`src/design/pmc_defines.svh`:
```
`ifndef PMC_DEFINES_SVH
`define PMC_DEFINES_SVH

// register indices on the plain port (word addresses)
`define PMC_ADDR_CFG      4'h0
`define PMC_ADDR_STATUS   4'h1
`define PMC_ADDR_MASK     4'h2
`define PMC_ADDR_STATE    4'h3
`define PMC_ADDR_ENTER    4'h4

// configuration register fields, and the request bit of the entry register
`define PMC_BIT_DOZE      8
`define PMC_BIT_NAP       9
`define PMC_BIT_SLEEP     10
`define PMC_BIT_GATE_EN   11
`define PMC_CFG_RESET     32'h0000_0000
`define PMC_CFG_WMASK     32'h0000_0F00
`define PMC_BIT_ENTER     0

// status / mask bit positions
`define PMC_EV_EXT        0
`define PMC_EV_SMI        1
`define PMC_EV_DEC        2
`define PMC_EV_PERF       3
`define PMC_EV_THERM      4
`define PMC_EV_REJECT     5
`define PMC_EV_W          6

// quiesce ack must be deasserted this many bus clocks before snooping
`define PMC_SNOOP_CLOCKS  8
`define PMC_ENTRY_CYCLES  4

`endif

```
`src/design/pmc_pkg.sv`:
```
package pmc_pkg;
   typedef enum logic [4:0] {
      PMC_FULL  = 5'h01,
      PMC_ENTER = 5'h02,
      PMC_QUIES = 5'h04,
      PMC_LOW   = 5'h08,
      PMC_WAKE  = 5'h10
   } pmc_state_t;

   typedef enum logic [1:0] {
      PMC_MODE_DOZE  = 2'h1,
      PMC_MODE_NAP   = 2'h2,
      PMC_MODE_SLEEP = 2'h3
   } pmc_mode_t;
endpackage

```
`src/design/pmc_sync3.sv`:
```
`timescale 1ns/10ps
// three-stage synchroniser; the output only moves when stages two and three agree
module pmc_sync3 #(
   parameter int W = 1
) (
   input  wire logic         clk_sys,
   input  wire logic         rst,
   input  wire logic         ce,
   input  wire logic [W-1:0] din,
   output logic      [W-1:0] dout
);
   logic [W-1:0] s1_q;
   logic [W-1:0] s2_q;
   logic [W-1:0] s3_q;

   // elaboration check: a zero-width bus has nothing to synchronise
   if (W < 1) begin : g_bad_w
      $error("pmc_sync3: width must be at least one");
   end

   always_ff @(posedge clk_sys or posedge rst) begin
      if (rst) begin
         s1_q <= '0;
         s2_q <= '0;
         s3_q <= '0;
         dout <= '0;
      end else if (ce) begin
         s1_q <= din;
         s2_q <= s1_q;
         s3_q <= s2_q;
         for (int i = 0; i < W; i++) begin
            if (s2_q[i] == s3_q[i]) begin
               dout[i] <= s3_q[i];
            end
         end
      end
   end
endmodule

```
`src/design/pmc_power_mode_controller.sv`:
```
// Our own choices: the address map and the plain strobed port.
`timescale 1ns/10ps
`include "pmc_defines.svh"
module pmc_power_mode_controller #(
   parameter int UNITS = 6,
   parameter int DEC_W = 32
) (
   input  wire logic              clk_sys,
   input  wire logic              rst,
   input  wire logic              ce,
   // register port
   input  wire logic [3:0]        reg_addr,
   input  wire logic [31:0]       reg_wdata,
   input  wire logic              reg_wr,
   input  wire logic              reg_rd,
   output logic      [31:0]       reg_rdata,
   // execution unit demand from dispatch (same clock)
   input  wire logic [UNITS-1:0]  unit_busy,
   output logic      [UNITS-1:0]  unit_clk_en,
   // asynchronous wake sources from pins
   input  wire logic              ext_interrupt,
   input  wire logic              system_mgmt_interrupt,
   input  wire logic              perf_interrupt,
   input  wire logic              thermal_interrupt,
   // quiesce handshake, active low at the pins
   input  wire logic              quiesce_ack_n,
   output logic                   quiesce_request_n,
   // state to the core
   output logic                   snoop_enable,
   output logic                   dcache_enable,
   output logic                   dec_running,
   output logic                   core_clk_en,
   output logic                   smi_vector,
   output logic                   ext_vector,
   output logic                   dec_vector,
   output logic                   irq
);
   // elaboration checks: both widths must fit the 32-bit register port
   if (UNITS < 1 || UNITS > 32) begin : g_bad_units
      $error("pmc: UNITS must be 1..32");
   end
   if (DEC_W < 2 || DEC_W > 32) begin : g_bad_dec_w
      $error("pmc: DEC_W must be 2..32");
   end

   ////////////////////////////////////////////////////////////////////////////////
   // pin synchronisation
   // the ack is inverted ahead of the stages so every stage idles at zero after reset
   logic [4:0] pins_s;
   pmc_sync3 #(.W(5)) u_sync (
      .clk_sys (clk_sys),
      .rst     (rst),
      .ce      (ce),
      .din     ({~quiesce_ack_n, thermal_interrupt, perf_interrupt,
                 system_mgmt_interrupt, ext_interrupt}),
      .dout    (pins_s)
   );
   logic ext_s, smi_s, perf_s, therm_s, ack_s;
   assign ext_s   = pins_s[0];
   assign smi_s   = pins_s[1];
   assign perf_s  = pins_s[2];
   assign therm_s = pins_s[3];
   assign ack_s   = pins_s[4];

   ////////////////////////////////////////////////////////////////////////////////
   // registers
   logic [31:0]            cfg_q;
   logic [`PMC_EV_W-1:0]   status_q;
   logic [`PMC_EV_W-1:0]   mask_q;
   logic [DEC_W-1:0]       dec_q;
   logic                   enter_req;
   logic                   dec_wr;
   pmc_pkg::pmc_state_t    state_q;
   pmc_pkg::pmc_mode_t     mode_q;
   logic                   dec_fire;
   logic                   reject;

   function automatic logic [2:0] mode_bits(input logic [31:0] c);
      mode_bits = {c[`PMC_BIT_SLEEP], c[`PMC_BIT_NAP], c[`PMC_BIT_DOZE]};
   endfunction

   function automatic logic one_hot3(input logic [2:0] b);
      one_hot3 = (b == 3'h1) || (b == 3'h2) || (b == 3'h4);
   endfunction

   // writing zero to the entry register is ignored
   assign enter_req = ce && reg_wr && (reg_addr == `PMC_ADDR_ENTER) && reg_wdata[`PMC_BIT_ENTER];
   assign dec_wr    = ce && reg_wr && (reg_addr == `PMC_ADDR_STATE);

   always_ff @(posedge clk_sys or posedge rst) begin
      if (rst) begin
         cfg_q <= `PMC_CFG_RESET;
         mask_q <= '0;
      end else if (ce && reg_wr) begin
         case (reg_addr)
            `PMC_ADDR_CFG: begin
               // only the mode and gating bits are stored; the rest read zero
               cfg_q <= reg_wdata & `PMC_CFG_WMASK;
            end
            `PMC_ADDR_MASK: begin
               mask_q <= reg_wdata[`PMC_EV_W-1:0];
            end
            default: begin
            end
         endcase
      end
   end

   ////////////////////////////////////////////////////////////////////////////////
   // decrementer: counts down, fires on reaching zero
   logic dec_tick;
   assign dec_tick = (state_q != pmc_pkg::PMC_LOW) || (mode_q != pmc_pkg::PMC_MODE_SLEEP);

   always_ff @(posedge clk_sys or posedge rst) begin
      if (rst) begin
         dec_q    <= '0;
         dec_fire <= 1'b0;
      end else if (ce) begin
         dec_fire <= 1'b0;
         // a load wins over the count in the same cycle
         if (dec_wr) begin
            dec_q <= reg_wdata[DEC_W-1:0];
         end else if (dec_tick && dec_q != '0) begin
            dec_q <= dec_q - 1'b1;
            dec_fire <= (dec_q == {{(DEC_W-1){1'b0}}, 1'b1});
         end
      end
   end

   ////////////////////////////////////////////////////////////////////////////////
   // event status: set wins over write-one-to-clear
   logic [`PMC_EV_W-1:0] ev_set;
   logic ext_d_q, smi_d_q, perf_d_q, therm_d_q;
   always_ff @(posedge clk_sys or posedge rst) begin
      if (rst) begin
         ext_d_q <= 1'b0;
         smi_d_q <= 1'b0;
         perf_d_q <= 1'b0;
         therm_d_q <= 1'b0;
      end else if (ce) begin
         ext_d_q <= ext_s;
         smi_d_q <= smi_s;
         perf_d_q <= perf_s;
         therm_d_q <= therm_s;
      end
   end

   function automatic logic rise(input logic now_v, input logic before_v);
      rise = now_v & ~before_v;
   endfunction

   always_comb begin
      ev_set = '0;
      ev_set[`PMC_EV_EXT]    = rise(ext_s, ext_d_q);
      ev_set[`PMC_EV_SMI]    = rise(smi_s, smi_d_q);
      ev_set[`PMC_EV_DEC]    = dec_fire;
      ev_set[`PMC_EV_PERF]   = rise(perf_s, perf_d_q);
      ev_set[`PMC_EV_THERM]  = rise(therm_s, therm_d_q);
      ev_set[`PMC_EV_REJECT] = reject;
   end

   always_ff @(posedge clk_sys or posedge rst) begin
      if (rst) begin
         status_q <= '0;
         irq      <= 1'b0;
      end else if (ce) begin
         if (reg_wr && reg_addr == `PMC_ADDR_STATUS) begin
            status_q <= (status_q & ~reg_wdata[`PMC_EV_W-1:0]) | ev_set;
         end else begin
            status_q <= status_q | ev_set;
         end
         // irq trails status by one cycle since it is a flip-flop itself
         irq <= |(status_q & mask_q);
      end
   end

   ////////////////////////////////////////////////////////////////////////////////
   // power state sequencer
   logic [2:0] mb;
   logic       wake;
   logic [3:0] ack_lo_cnt_q;
   logic [2:0] entry_cnt_q;
   assign mb = mode_bits(cfg_q);

   always_comb begin
      case (mode_q)
         pmc_pkg::PMC_MODE_SLEEP: wake = ext_s | smi_s | perf_s | therm_s;
         default: wake = ext_s | smi_s | perf_s | therm_s | dec_fire;
      endcase
   end

   assign reject = enter_req && state_q == pmc_pkg::PMC_FULL && !one_hot3(mb);

   always_ff @(posedge clk_sys or posedge rst) begin
      if (rst) begin
         state_q     <= pmc_pkg::PMC_FULL;
         mode_q      <= pmc_pkg::PMC_MODE_DOZE;
         entry_cnt_q <= '0;
      end else if (ce) begin
         case (state_q)
            pmc_pkg::PMC_FULL: begin
               // only full power accepts an entry request
               if (enter_req && one_hot3(mb)) begin
                  mode_q <= mb[2] ? pmc_pkg::PMC_MODE_SLEEP :
                            mb[1] ? pmc_pkg::PMC_MODE_NAP : pmc_pkg::PMC_MODE_DOZE;
                  state_q <= pmc_pkg::PMC_ENTER;
                  entry_cnt_q <= 3'(`PMC_ENTRY_CYCLES);
               end
            end
            pmc_pkg::PMC_ENTER: begin
               // a wake level that is still held aborts the entry at once
               // the entry delay lets dispatched work drain before clocks stop
               if (wake) begin
                  state_q <= pmc_pkg::PMC_WAKE;
               end else if (entry_cnt_q != '0) begin
                  entry_cnt_q <= entry_cnt_q - 3'h1;
               end else if (mode_q == pmc_pkg::PMC_MODE_DOZE) begin
                  state_q <= pmc_pkg::PMC_LOW;
               end else begin
                  state_q <= pmc_pkg::PMC_QUIES;
               end
            end
            pmc_pkg::PMC_QUIES: begin
               // snooping stays on until the synchronised ack arrives
               if (wake) begin
                  state_q <= pmc_pkg::PMC_WAKE;
               end else if (ack_s) begin
                  state_q <= pmc_pkg::PMC_LOW;
               end
            end
            pmc_pkg::PMC_LOW: begin
               if (wake) begin
                  state_q <= pmc_pkg::PMC_WAKE;
               end
            end
            pmc_pkg::PMC_WAKE: begin
               state_q <= pmc_pkg::PMC_FULL;
            end
            default: begin
               state_q <= pmc_pkg::PMC_FULL;
            end
         endcase
      end
   end

   // nap snooping after the ack pin has been high (ack deasserted) long enough
   // the count saturates, so a long snoop window never wraps back to closed
   always_ff @(posedge clk_sys or posedge rst) begin
      if (rst) begin
         ack_lo_cnt_q <= '0;
      end else if (ce) begin
         if (ack_s) begin
            ack_lo_cnt_q <= '0;
         end else if (ack_lo_cnt_q != 4'(`PMC_SNOOP_CLOCKS)) begin
            ack_lo_cnt_q <= ack_lo_cnt_q + 4'h1;
         end
      end
   end

   ////////////////////////////////////////////////////////////////////////////////
   // outputs, all registered
   logic in_low, quies_st;
   assign in_low   = (state_q == pmc_pkg::PMC_LOW);
   assign quies_st = (state_q == pmc_pkg::PMC_QUIES) ||
                     (in_low && mode_q != pmc_pkg::PMC_MODE_DOZE);

   always_ff @(posedge clk_sys or posedge rst) begin
      if (rst) begin
         quiesce_request_n <= 1'b1;
         snoop_enable      <= 1'b1;
         dcache_enable     <= 1'b1;
         dec_running       <= 1'b1;
         core_clk_en       <= 1'b1;
         unit_clk_en       <= '1;
         smi_vector        <= 1'b0;
         ext_vector        <= 1'b0;
         dec_vector        <= 1'b0;
      end else if (ce) begin
         quiesce_request_n <= ~quies_st;
         case (1'b1)
            in_low && mode_q == pmc_pkg::PMC_MODE_NAP:
               snoop_enable <= (ack_lo_cnt_q == 4'(`PMC_SNOOP_CLOCKS));
            in_low && mode_q == pmc_pkg::PMC_MODE_SLEEP:
               snoop_enable <= 1'b0;
            default:
               snoop_enable <= (state_q != pmc_pkg::PMC_QUIES) || !ack_s;
         endcase
         // the cache stays off for the whole low state in every mode, doze included, even while snooping
         dcache_enable <= !in_low;
         dec_running   <= dec_tick;
         core_clk_en   <= !in_low;
         if (in_low) begin
            unit_clk_en <= '0;
         end else if (cfg_q[`PMC_BIT_GATE_EN]) begin
            // a busy unit gets its clock one cycle after busy is seen, since the enable is registered
            unit_clk_en <= unit_busy;
         end else begin
            unit_clk_en <= '1;
         end
         // vectors are one-cycle pulses on the event edge, not levels
         // separate vectors so the handler can pick a mode (external requests)
         smi_vector <= ev_set[`PMC_EV_SMI];
         ext_vector <= ev_set[`PMC_EV_EXT];
         dec_vector <= dec_fire;
      end
   end

   ////////////////////////////////////////////////////////////////////////////////
   // read port: data one cycle after the read strobe
   // unmapped addresses read zero so software can probe the map
   always_ff @(posedge clk_sys or posedge rst) begin
      if (rst) begin
         reg_rdata <= '0;
      end else if (ce) begin
         reg_rdata <= '0;
         if (reg_rd) begin
            case (reg_addr)
               `PMC_ADDR_CFG:    reg_rdata <= cfg_q;
               `PMC_ADDR_STATUS: reg_rdata <= 32'(status_q);
               `PMC_ADDR_MASK:   reg_rdata <= 32'(mask_q);
               `PMC_ADDR_STATE:  reg_rdata <= 32'(dec_q);
               `PMC_ADDR_ENTER:  reg_rdata <= {25'h0, mode_q, state_q};
               default:          reg_rdata <= '0;
            endcase
         end
      end
   end
endmodule

```
`config.mk`:
```
export PLATFORM = sky130hd
export DESIGN_NAME = pmc_power_mode_controller
export DESIGN_NICKNAME = d
export VERILOG_FILES = /design/src/design/pmc_pkg.sv /design/src/design/pmc_sync3.sv /design/src/design/pmc_power_mode_controller.sv
export VERILOG_INCLUDE_DIRS = /design/src /design/src/design
export SDC_FILE = /design/constraint.sdc
export NUM_CORES = 1
export LEC_CHECK = 0
export BUFFER_PORTS_ARGS = -buffer_cell sky130_fd_sc_hd__buf_2
export CAP_MARGIN = 20
export CORE_MARGIN = 3
export CORE_UTILIZATION = 28
export CTS_CLUSTER_SIZE = 28
export DETAILED_ROUTE_END_ITERATION = 6
export PLACE_DENSITY = 0.45
export SETUP_SLACK_MARGIN = 0.3
export SYNTH_ARGS = -nofsm -noshare
export SYNTH_HDL_FRONTEND = slang
export SYNTH_SLANG_ARGS = --single-unit
```
`constraint.sdc`:
```
create_clock -name clk_sys -period 5 [get_ports clk_sys]
set_clock_uncertainty 0.05 [all_clocks]
set_input_delay 0.25 -clock clk_sys [delete_from_list [all_inputs] [get_ports clk_sys]]
set_output_delay 0.25 -clock clk_sys [all_outputs]
set_load 0.03 [all_outputs]
```
# [Word level (Yosys, flattened, before mapping)]
# Cells that the tools add are included.
[word_totals] input_bits=52 out_inout_bits=47 ff_bits=133
[op_classes] n_mux=28 n_eq_ne=32 reduce_logical=39 addsub=3 bitwise=19
[op_table] operator="one-hot mux 32 bit (5 select lines)" n=1
[op_table] operator="2-to-1 mux 32 bit" n=3
[op_table] operator="equality test 32 x 1 -> 1 bit, second input constant" n=1
[op_table] operator="nonzero test 32 bit" n=1
[op_table] operator="subtractor 32 x 1 -> 32 bit, second input constant" n=1
[op_table] operator="2-to-1 mux 5 bit" n=6
[op_table] operator="one-hot mux 5 bit (4 select lines)" n=1
[op_table] operator="2-to-1 mux 6 bit" n=3
[op_table] operator="AND reduction 2 bit" n=9
[op_table] operator="AND 6 bit" n=2
[op_table] operator="logical AND 1 bit" n=12
[op_table] operator="2-to-1 mux 4 bit" n=3
[op_table] operator="OR 6 bit" n=2
[op_table] operator="AND reduction 5 bit" n=2
[op_table] operator="2-to-1 mux 3 bit" n=3
[op_table] operator="equality test 4 x 2 -> 1 bit, second input constant" n=2
[op_table] operator="inequality test 2 bit, second input constant" n=4
[op_table] operator="NOT 1 bit" n=6
[op_table] operator="NOT 6 bit" n=1
[op_table] operator="one-hot mux 3 bit (2 select lines)" n=1
[op_table] operator="nonzero test 2 bit" n=3
[op_table] operator="OR reduction 6 bit" n=1
[op_table] operator="equality test 1 bit" n=5
[op_table] operator="equality test 5 x 1 -> 1 bit, second input constant" n=1
[op_table] operator="other kinds (28)" n=47

# [Depth between registers and ports, before layout]
[depth] depth_word=7 depth_mapped=10

# [Modules after synthesis]
# A second synthesis with hierarchy kept.
[hier_totals] hier_cells=666 area_unflattened_um2=6496.2
[by_module_without_submodules] mod="pmc_power_mode_controller" area_each_um2=5685.5 cells_each=604 seq_area_each_um2=2842.7 instances=1
[by_module_without_submodules] mod="pmc_sync3" area_each_um2=810.8 cells_each=62 seq_area_each_um2=500.5 instances=1

# [Worst setup path before layout]
# Ideal clock, no wire load.
[synth_path] kind="register -> register" start="register dec_q[0]" end="register dec_q[24]" setup_time_ns=0.077 arrival_time_ns=2.239 required_time_ns=4.873 path_buffers=0 path_slack_ns=2.633 stages_incl_launch_ff=9 path_cell_list="dfrtp_1 > inv_1 > ha_1 > nor3b_2 > nand4_2 > or4_4 > or3_1 > xor2_1 > a21oi_1"
[synth_between] elab_chain_len=4 elab_cells_between_ends=7 cone_classes="add/sub: 1; mux: 2; reduce/logical: 4"
[synth_lines] item="start, declared" line_no="pmc_power_mode_controller.sv:70" rtl="logic [DEC_W-1:0] dec_q;"
[synth_lines] item="start signal, assigned" line_no="pmc_power_mode_controller.sv:122" rtl="dec_q <= reg_wdata[DEC_W-1:0];"
[synth_lines] item="start signal, assigned" line_no="pmc_power_mode_controller.sv:124" rtl="dec_q <= dec_q - 1'b1;"
[synth_lines] item="parallel branches: the longest is 4 deep, another holds subtractor 32 x 1 -> 32 bit"
# Parallel ways; which one is timed is not known. The select of a mux whose other input is x is not followed.
# A chain may end at the register's enable or synchronous reset.

# [Worst setup path in the final report]
[layout_path] start="register dec_q[22]" end="register dec_q[8]"
[layout_between] elab_chain_len=4
[layout_lines] item="nonzero test 32 bit" line_no="pmc_power_mode_controller.sv:123" rtl="end else if (dec_tick && dec_q != '0) begin"
[layout_lines] item="logical AND 1 bit" line_no="pmc_power_mode_controller.sv:123"
[layout_lines] item="nonzero test 2 bit (no line)"
[layout_lines] item="AND reduction 2 bit (no line)"
# Every way passes these cells.

==> impl_metrics.json <==
{
  "critPathCapture": "dec_q[8]",
  "gr-total-overflow": 0,
  "layout_min_cycle_time_ns": 2.66,
  "critPathArrivalTime_ns": 2.86,
  "r2r_cells": 6,
  "fmax_mhz": 376,
  "io_pins": 99,
  "slowest_stage": "and3_1",
  "grt_first_pass_wirelength_um": 29400,
  "track_usage_pct": 14.4,
  "synth_flop_cell": "dfrtp_1",
  "drv_slew": 0,
  "ys_top_cells_by_area": "dfrtp_1, mux2_2, dfstp_2",
  "setup_tns_ns": 0,
  "seq_area_frac_synth_pct": 51.0,
  "antenna_found_initial": 1,
  "synth-simple-area-share_pct": 17.2,
  "synth_top_family_by_area": "simple AND/OR/NAND/NOR gates",
  "wl_met3_um": 785,
  "syn_inst": 664,
  "gp_congestion": 0.820,
  "dieArea_um2": 25300,
  "rsz0062_at_grt": "false",
  "cts_tree": "yes",
  "finalPower_mw": 3.41,
  "grt_pass1_vias": 5433,
  "finalSetupViolCount": 0,
  "postSynth.asyncResetShare_pct": 100,
  "synth_nets": 722,
  "finalHoldViolCount": 48,
  "synth-edff-count": 0,
  "path_max_fanout": 14,
  "synth_area_um2": 6550,
  "drive_gt1_share_pct": 27.0,
  "p_leak_nw": 3.45,
  "htreeDepth": 4,
  "finalWirelength_um": 18000,
  "fillers": 2363,
  "critPathMaxStageDelay_ns": 0.63,
  "drtAntennaViolNets": 0,
  "ys_types": 63,
  "grt_max_degree": 98,
  "multiInputGateArea_um2": 2840,
  "cts_sinks": 133,
  "syn_to_final_growth_pct": 22.5,
  "crit-reg2reg-launch": "dec_q[22]",
  "met1Wirelength_um": 8420,
  "die_w_um": 159,
  "clk-insertion-delay-late_ns": 0.43,
  "cp.depth": 6,
  "ys_warn_count": 0,
  "rows": 55,
  "hpwl_um": 12800,
  "highest_layer": "met5",
  "maxSlewHeadroom_pct": 31.0,
  "place_inst": 1047,
  "worstPathCellList": "or3_2 -> nor4_4 -> and3_1 -> nor3_1 -> xnor2_1 -> a21oi_1",
  "tightest_slew_ns": 1.03,
  "seq_area_um2": 3340,
  "ir_worst_vdd_uv": 211,
  "dr_wl_met2_um": 8510,
  "cp-startpoint": "dec_q[22]",
  "cts_setup_buffers": 0,
  "required_ns": 5.20,
  "drc": 0,
  "synth_top_area_share_pct": 46.2,
  "crit_path_start_kind": "register",
  "fin_nets": 824,
  "num_antenna_cells": 0,
  "cp-end-kind": "register",
  "vias": 5243,
  "r2r_end": "dec_q[8]",
  "crit_family": "simple AND/OR/NAND/NOR gates",
  "initialDrtViolationCount": 270,
  "rrSetupSlack_ns": 2.34,
  "path_class": "reg2reg",
  "core_um2": 22800,
  "hold_path.class": "in2async",
  "period_share_pct": 53.2,
  "viasPerCell": 4.80,
  "outcome": "finished with violations",
  "cts.clk_slew.worst_paths_ns": 0.06,
  "p_per_area_nw_per_um2": 425,
  "synth_compound_area_share_pct": 14.2,
  "place_area_um2": 7330,
  "port_buffers": 98,
  "dr.pass1.iters": 5,
  "final_util_pct": 35.1,
  "fin_cells": 1092,
  "dp_slack_ns": 2.36,
  "design_area_um2": 8020,
  "numCtsBuffers": 17,
  "cts_buffer_depth": 2,
  "initial_core_util_pct": 28.7,
  "avgSynthCellArea_um2": 9.87,
  "violations": "hold timing",
  "synthXorXnorAreaFrac_pct": 3.74,
  "yosys-mux-area-fraction_pct": 7.03,
  "layout_setup_ws_ns": 2.34,
  "holdWs_ns": -0.0181,
  "cp_num_buf_inv": 0,
  "wl_per_cell_um": 16.5,
  "root_buffer": "clkbuf_16",
  "die_h_um": 159,
  "synth_adder_area_share_pct": 1.15,
  "cap_violations": 0,
  "synth-seq-cells": 133,
  "synth.largest_area_cell": "dfrtp_1",
  "cts_resized": 0
}
-- worst register-to-register path: stages (launching register included) --
cell     delay [ns]
dfrtp_1        0.41
or3_2          0.59
nor4_4         0.40
and3_1         0.63
nor3_1         0.16
xnor2_1        0.17
a21oi_1        0.09
-- how the worst min path moves through the flow --
stage	endpoint	slack, ns	cells after the start
after CTS	dec_q[13]	0.001	3
final	reg_rdata[7]	-0.02	2
after global routing	dec_q[1]	0.02	3
after detailed placement	u_sync.s1_q[4]	0.38	2
after global placement	u_sync.s1_q[4]	0.38	2
after floorplan	u_sync.s1_q[4]	0.29	1
-- state kept, by name, summed over array words and instances, names as in the netlist, 2 cells and up --
register,flops
mode_q,2
dec_q,32
entry_cnt_q,3
ack_lo_cnt_q,4
state_q,5
u_sync.s2_q,5
u_sync.s3_q,5
u_sync.s1_q,5
u_sync.dout,5
mask_q,6
unit_clk_en,6
status_q,6
cfg_q,4
reg_rdata,32
-- synth_stat cells, types with 2 or more instances --
master and number:
nor2b_1 4, buf_4 3, a22oi_1 20, dfrtp_1 121, o22a_1 6, nand3_1 10, inv_1 58, nor4_2 4
nor2_1 46, nand2b_1 5, nor3_1 13, clkbuf_1 22, o22ai_1 15, nand4_1 5, nor4_4 3, or4_4 3
xnor2_1 16, nor3b_2 3, xor2_1 12, a31oi_1 3, nand3b_1 2, a21oi_1 35, and3_1 2, nor4_1 9
buf_1 4, buf_6 2, o211ai_1 2, o21ai_0 47, nand2_1 78, a311oi_1 2, mux2_2 40, a21o_1 3
o211a_1 2, a21boi_0 2, nor3b_1 3, or3_1 9, dfstp_2 12, and2_0 2, o21ai_1 5, nand4b_1 2
ha_1 6, buf_2 2
-- final cells by class --
type                            instances  share of cell area, %
Tap cell                              313                   4.88
Inverter                               58                   2.78
Multi-Input combinational cell        440                   35.4
Timing Repair Buffer                  116                   8.23
Sequential cell                       133                   41.7
Clock buffer                           17                   5.30
Clock inverter                         15                   1.70
-- what timing repair did --
action,4_1_cts,5_1_grt
hold buffers,13,0
setup endpoints to repair,0,0
endpoints found under the hold margin,13,0
-- cell usage in the layout (no fill, tap or decap), drive strengths merged, types with 3 or more instances in the layout --
master	instances
or3	10
buf	103
nor3b	6
clkinv	4
dfrtp	121
o21ai	53
a21o	3
nand2	79
nand4	6
o22a	6
nor3	13
nand3	10
or4	4
a22oi	20
clkbuf	17
and3	3
ha	6
xor2	12
dfstp	12
a31oi	3
nor2	46
nor4	16
nand2b	5
xnor2	16
o22ai	15
nor2b	4
mux2	40
a21oi	35
dlygate4sd3	13
inv	67
-- layer usage --
layer / track usage (%) / vias to the layer above
met5: 0 / -
met4: 4.46 / 2
met3: 3.46 / 22
met2: 23.3 / 126
met1: 19.2 / 2584
li1: - / 2509
-- cell families (layout without fill, tap and decap cells) --
| family | after synthesis | after routing |
|---|---|---|
| simple gates | 213 | 213 |
| compound gates | 152 | 152 |
| fa+ha+maj | 6 | 6 |
| mux | 41 | 41 |
| xor+xnor | 28 | 28 |
| flops | 133 | 133 |
| buf+inv | 91 | 206 |
-- where the power goes --
part	internal [mW]	leakage, nW	switching [mW]	total, mW
sequential	1.28	1.67	0.263	1.55
clock	0.656	0.272	0.538	1.19
combinational	0.303	1.51	0.370	0.673
total	2.24	3.45	1.17	3.41
Note: power is estimated with default switching activity, not from simulation.
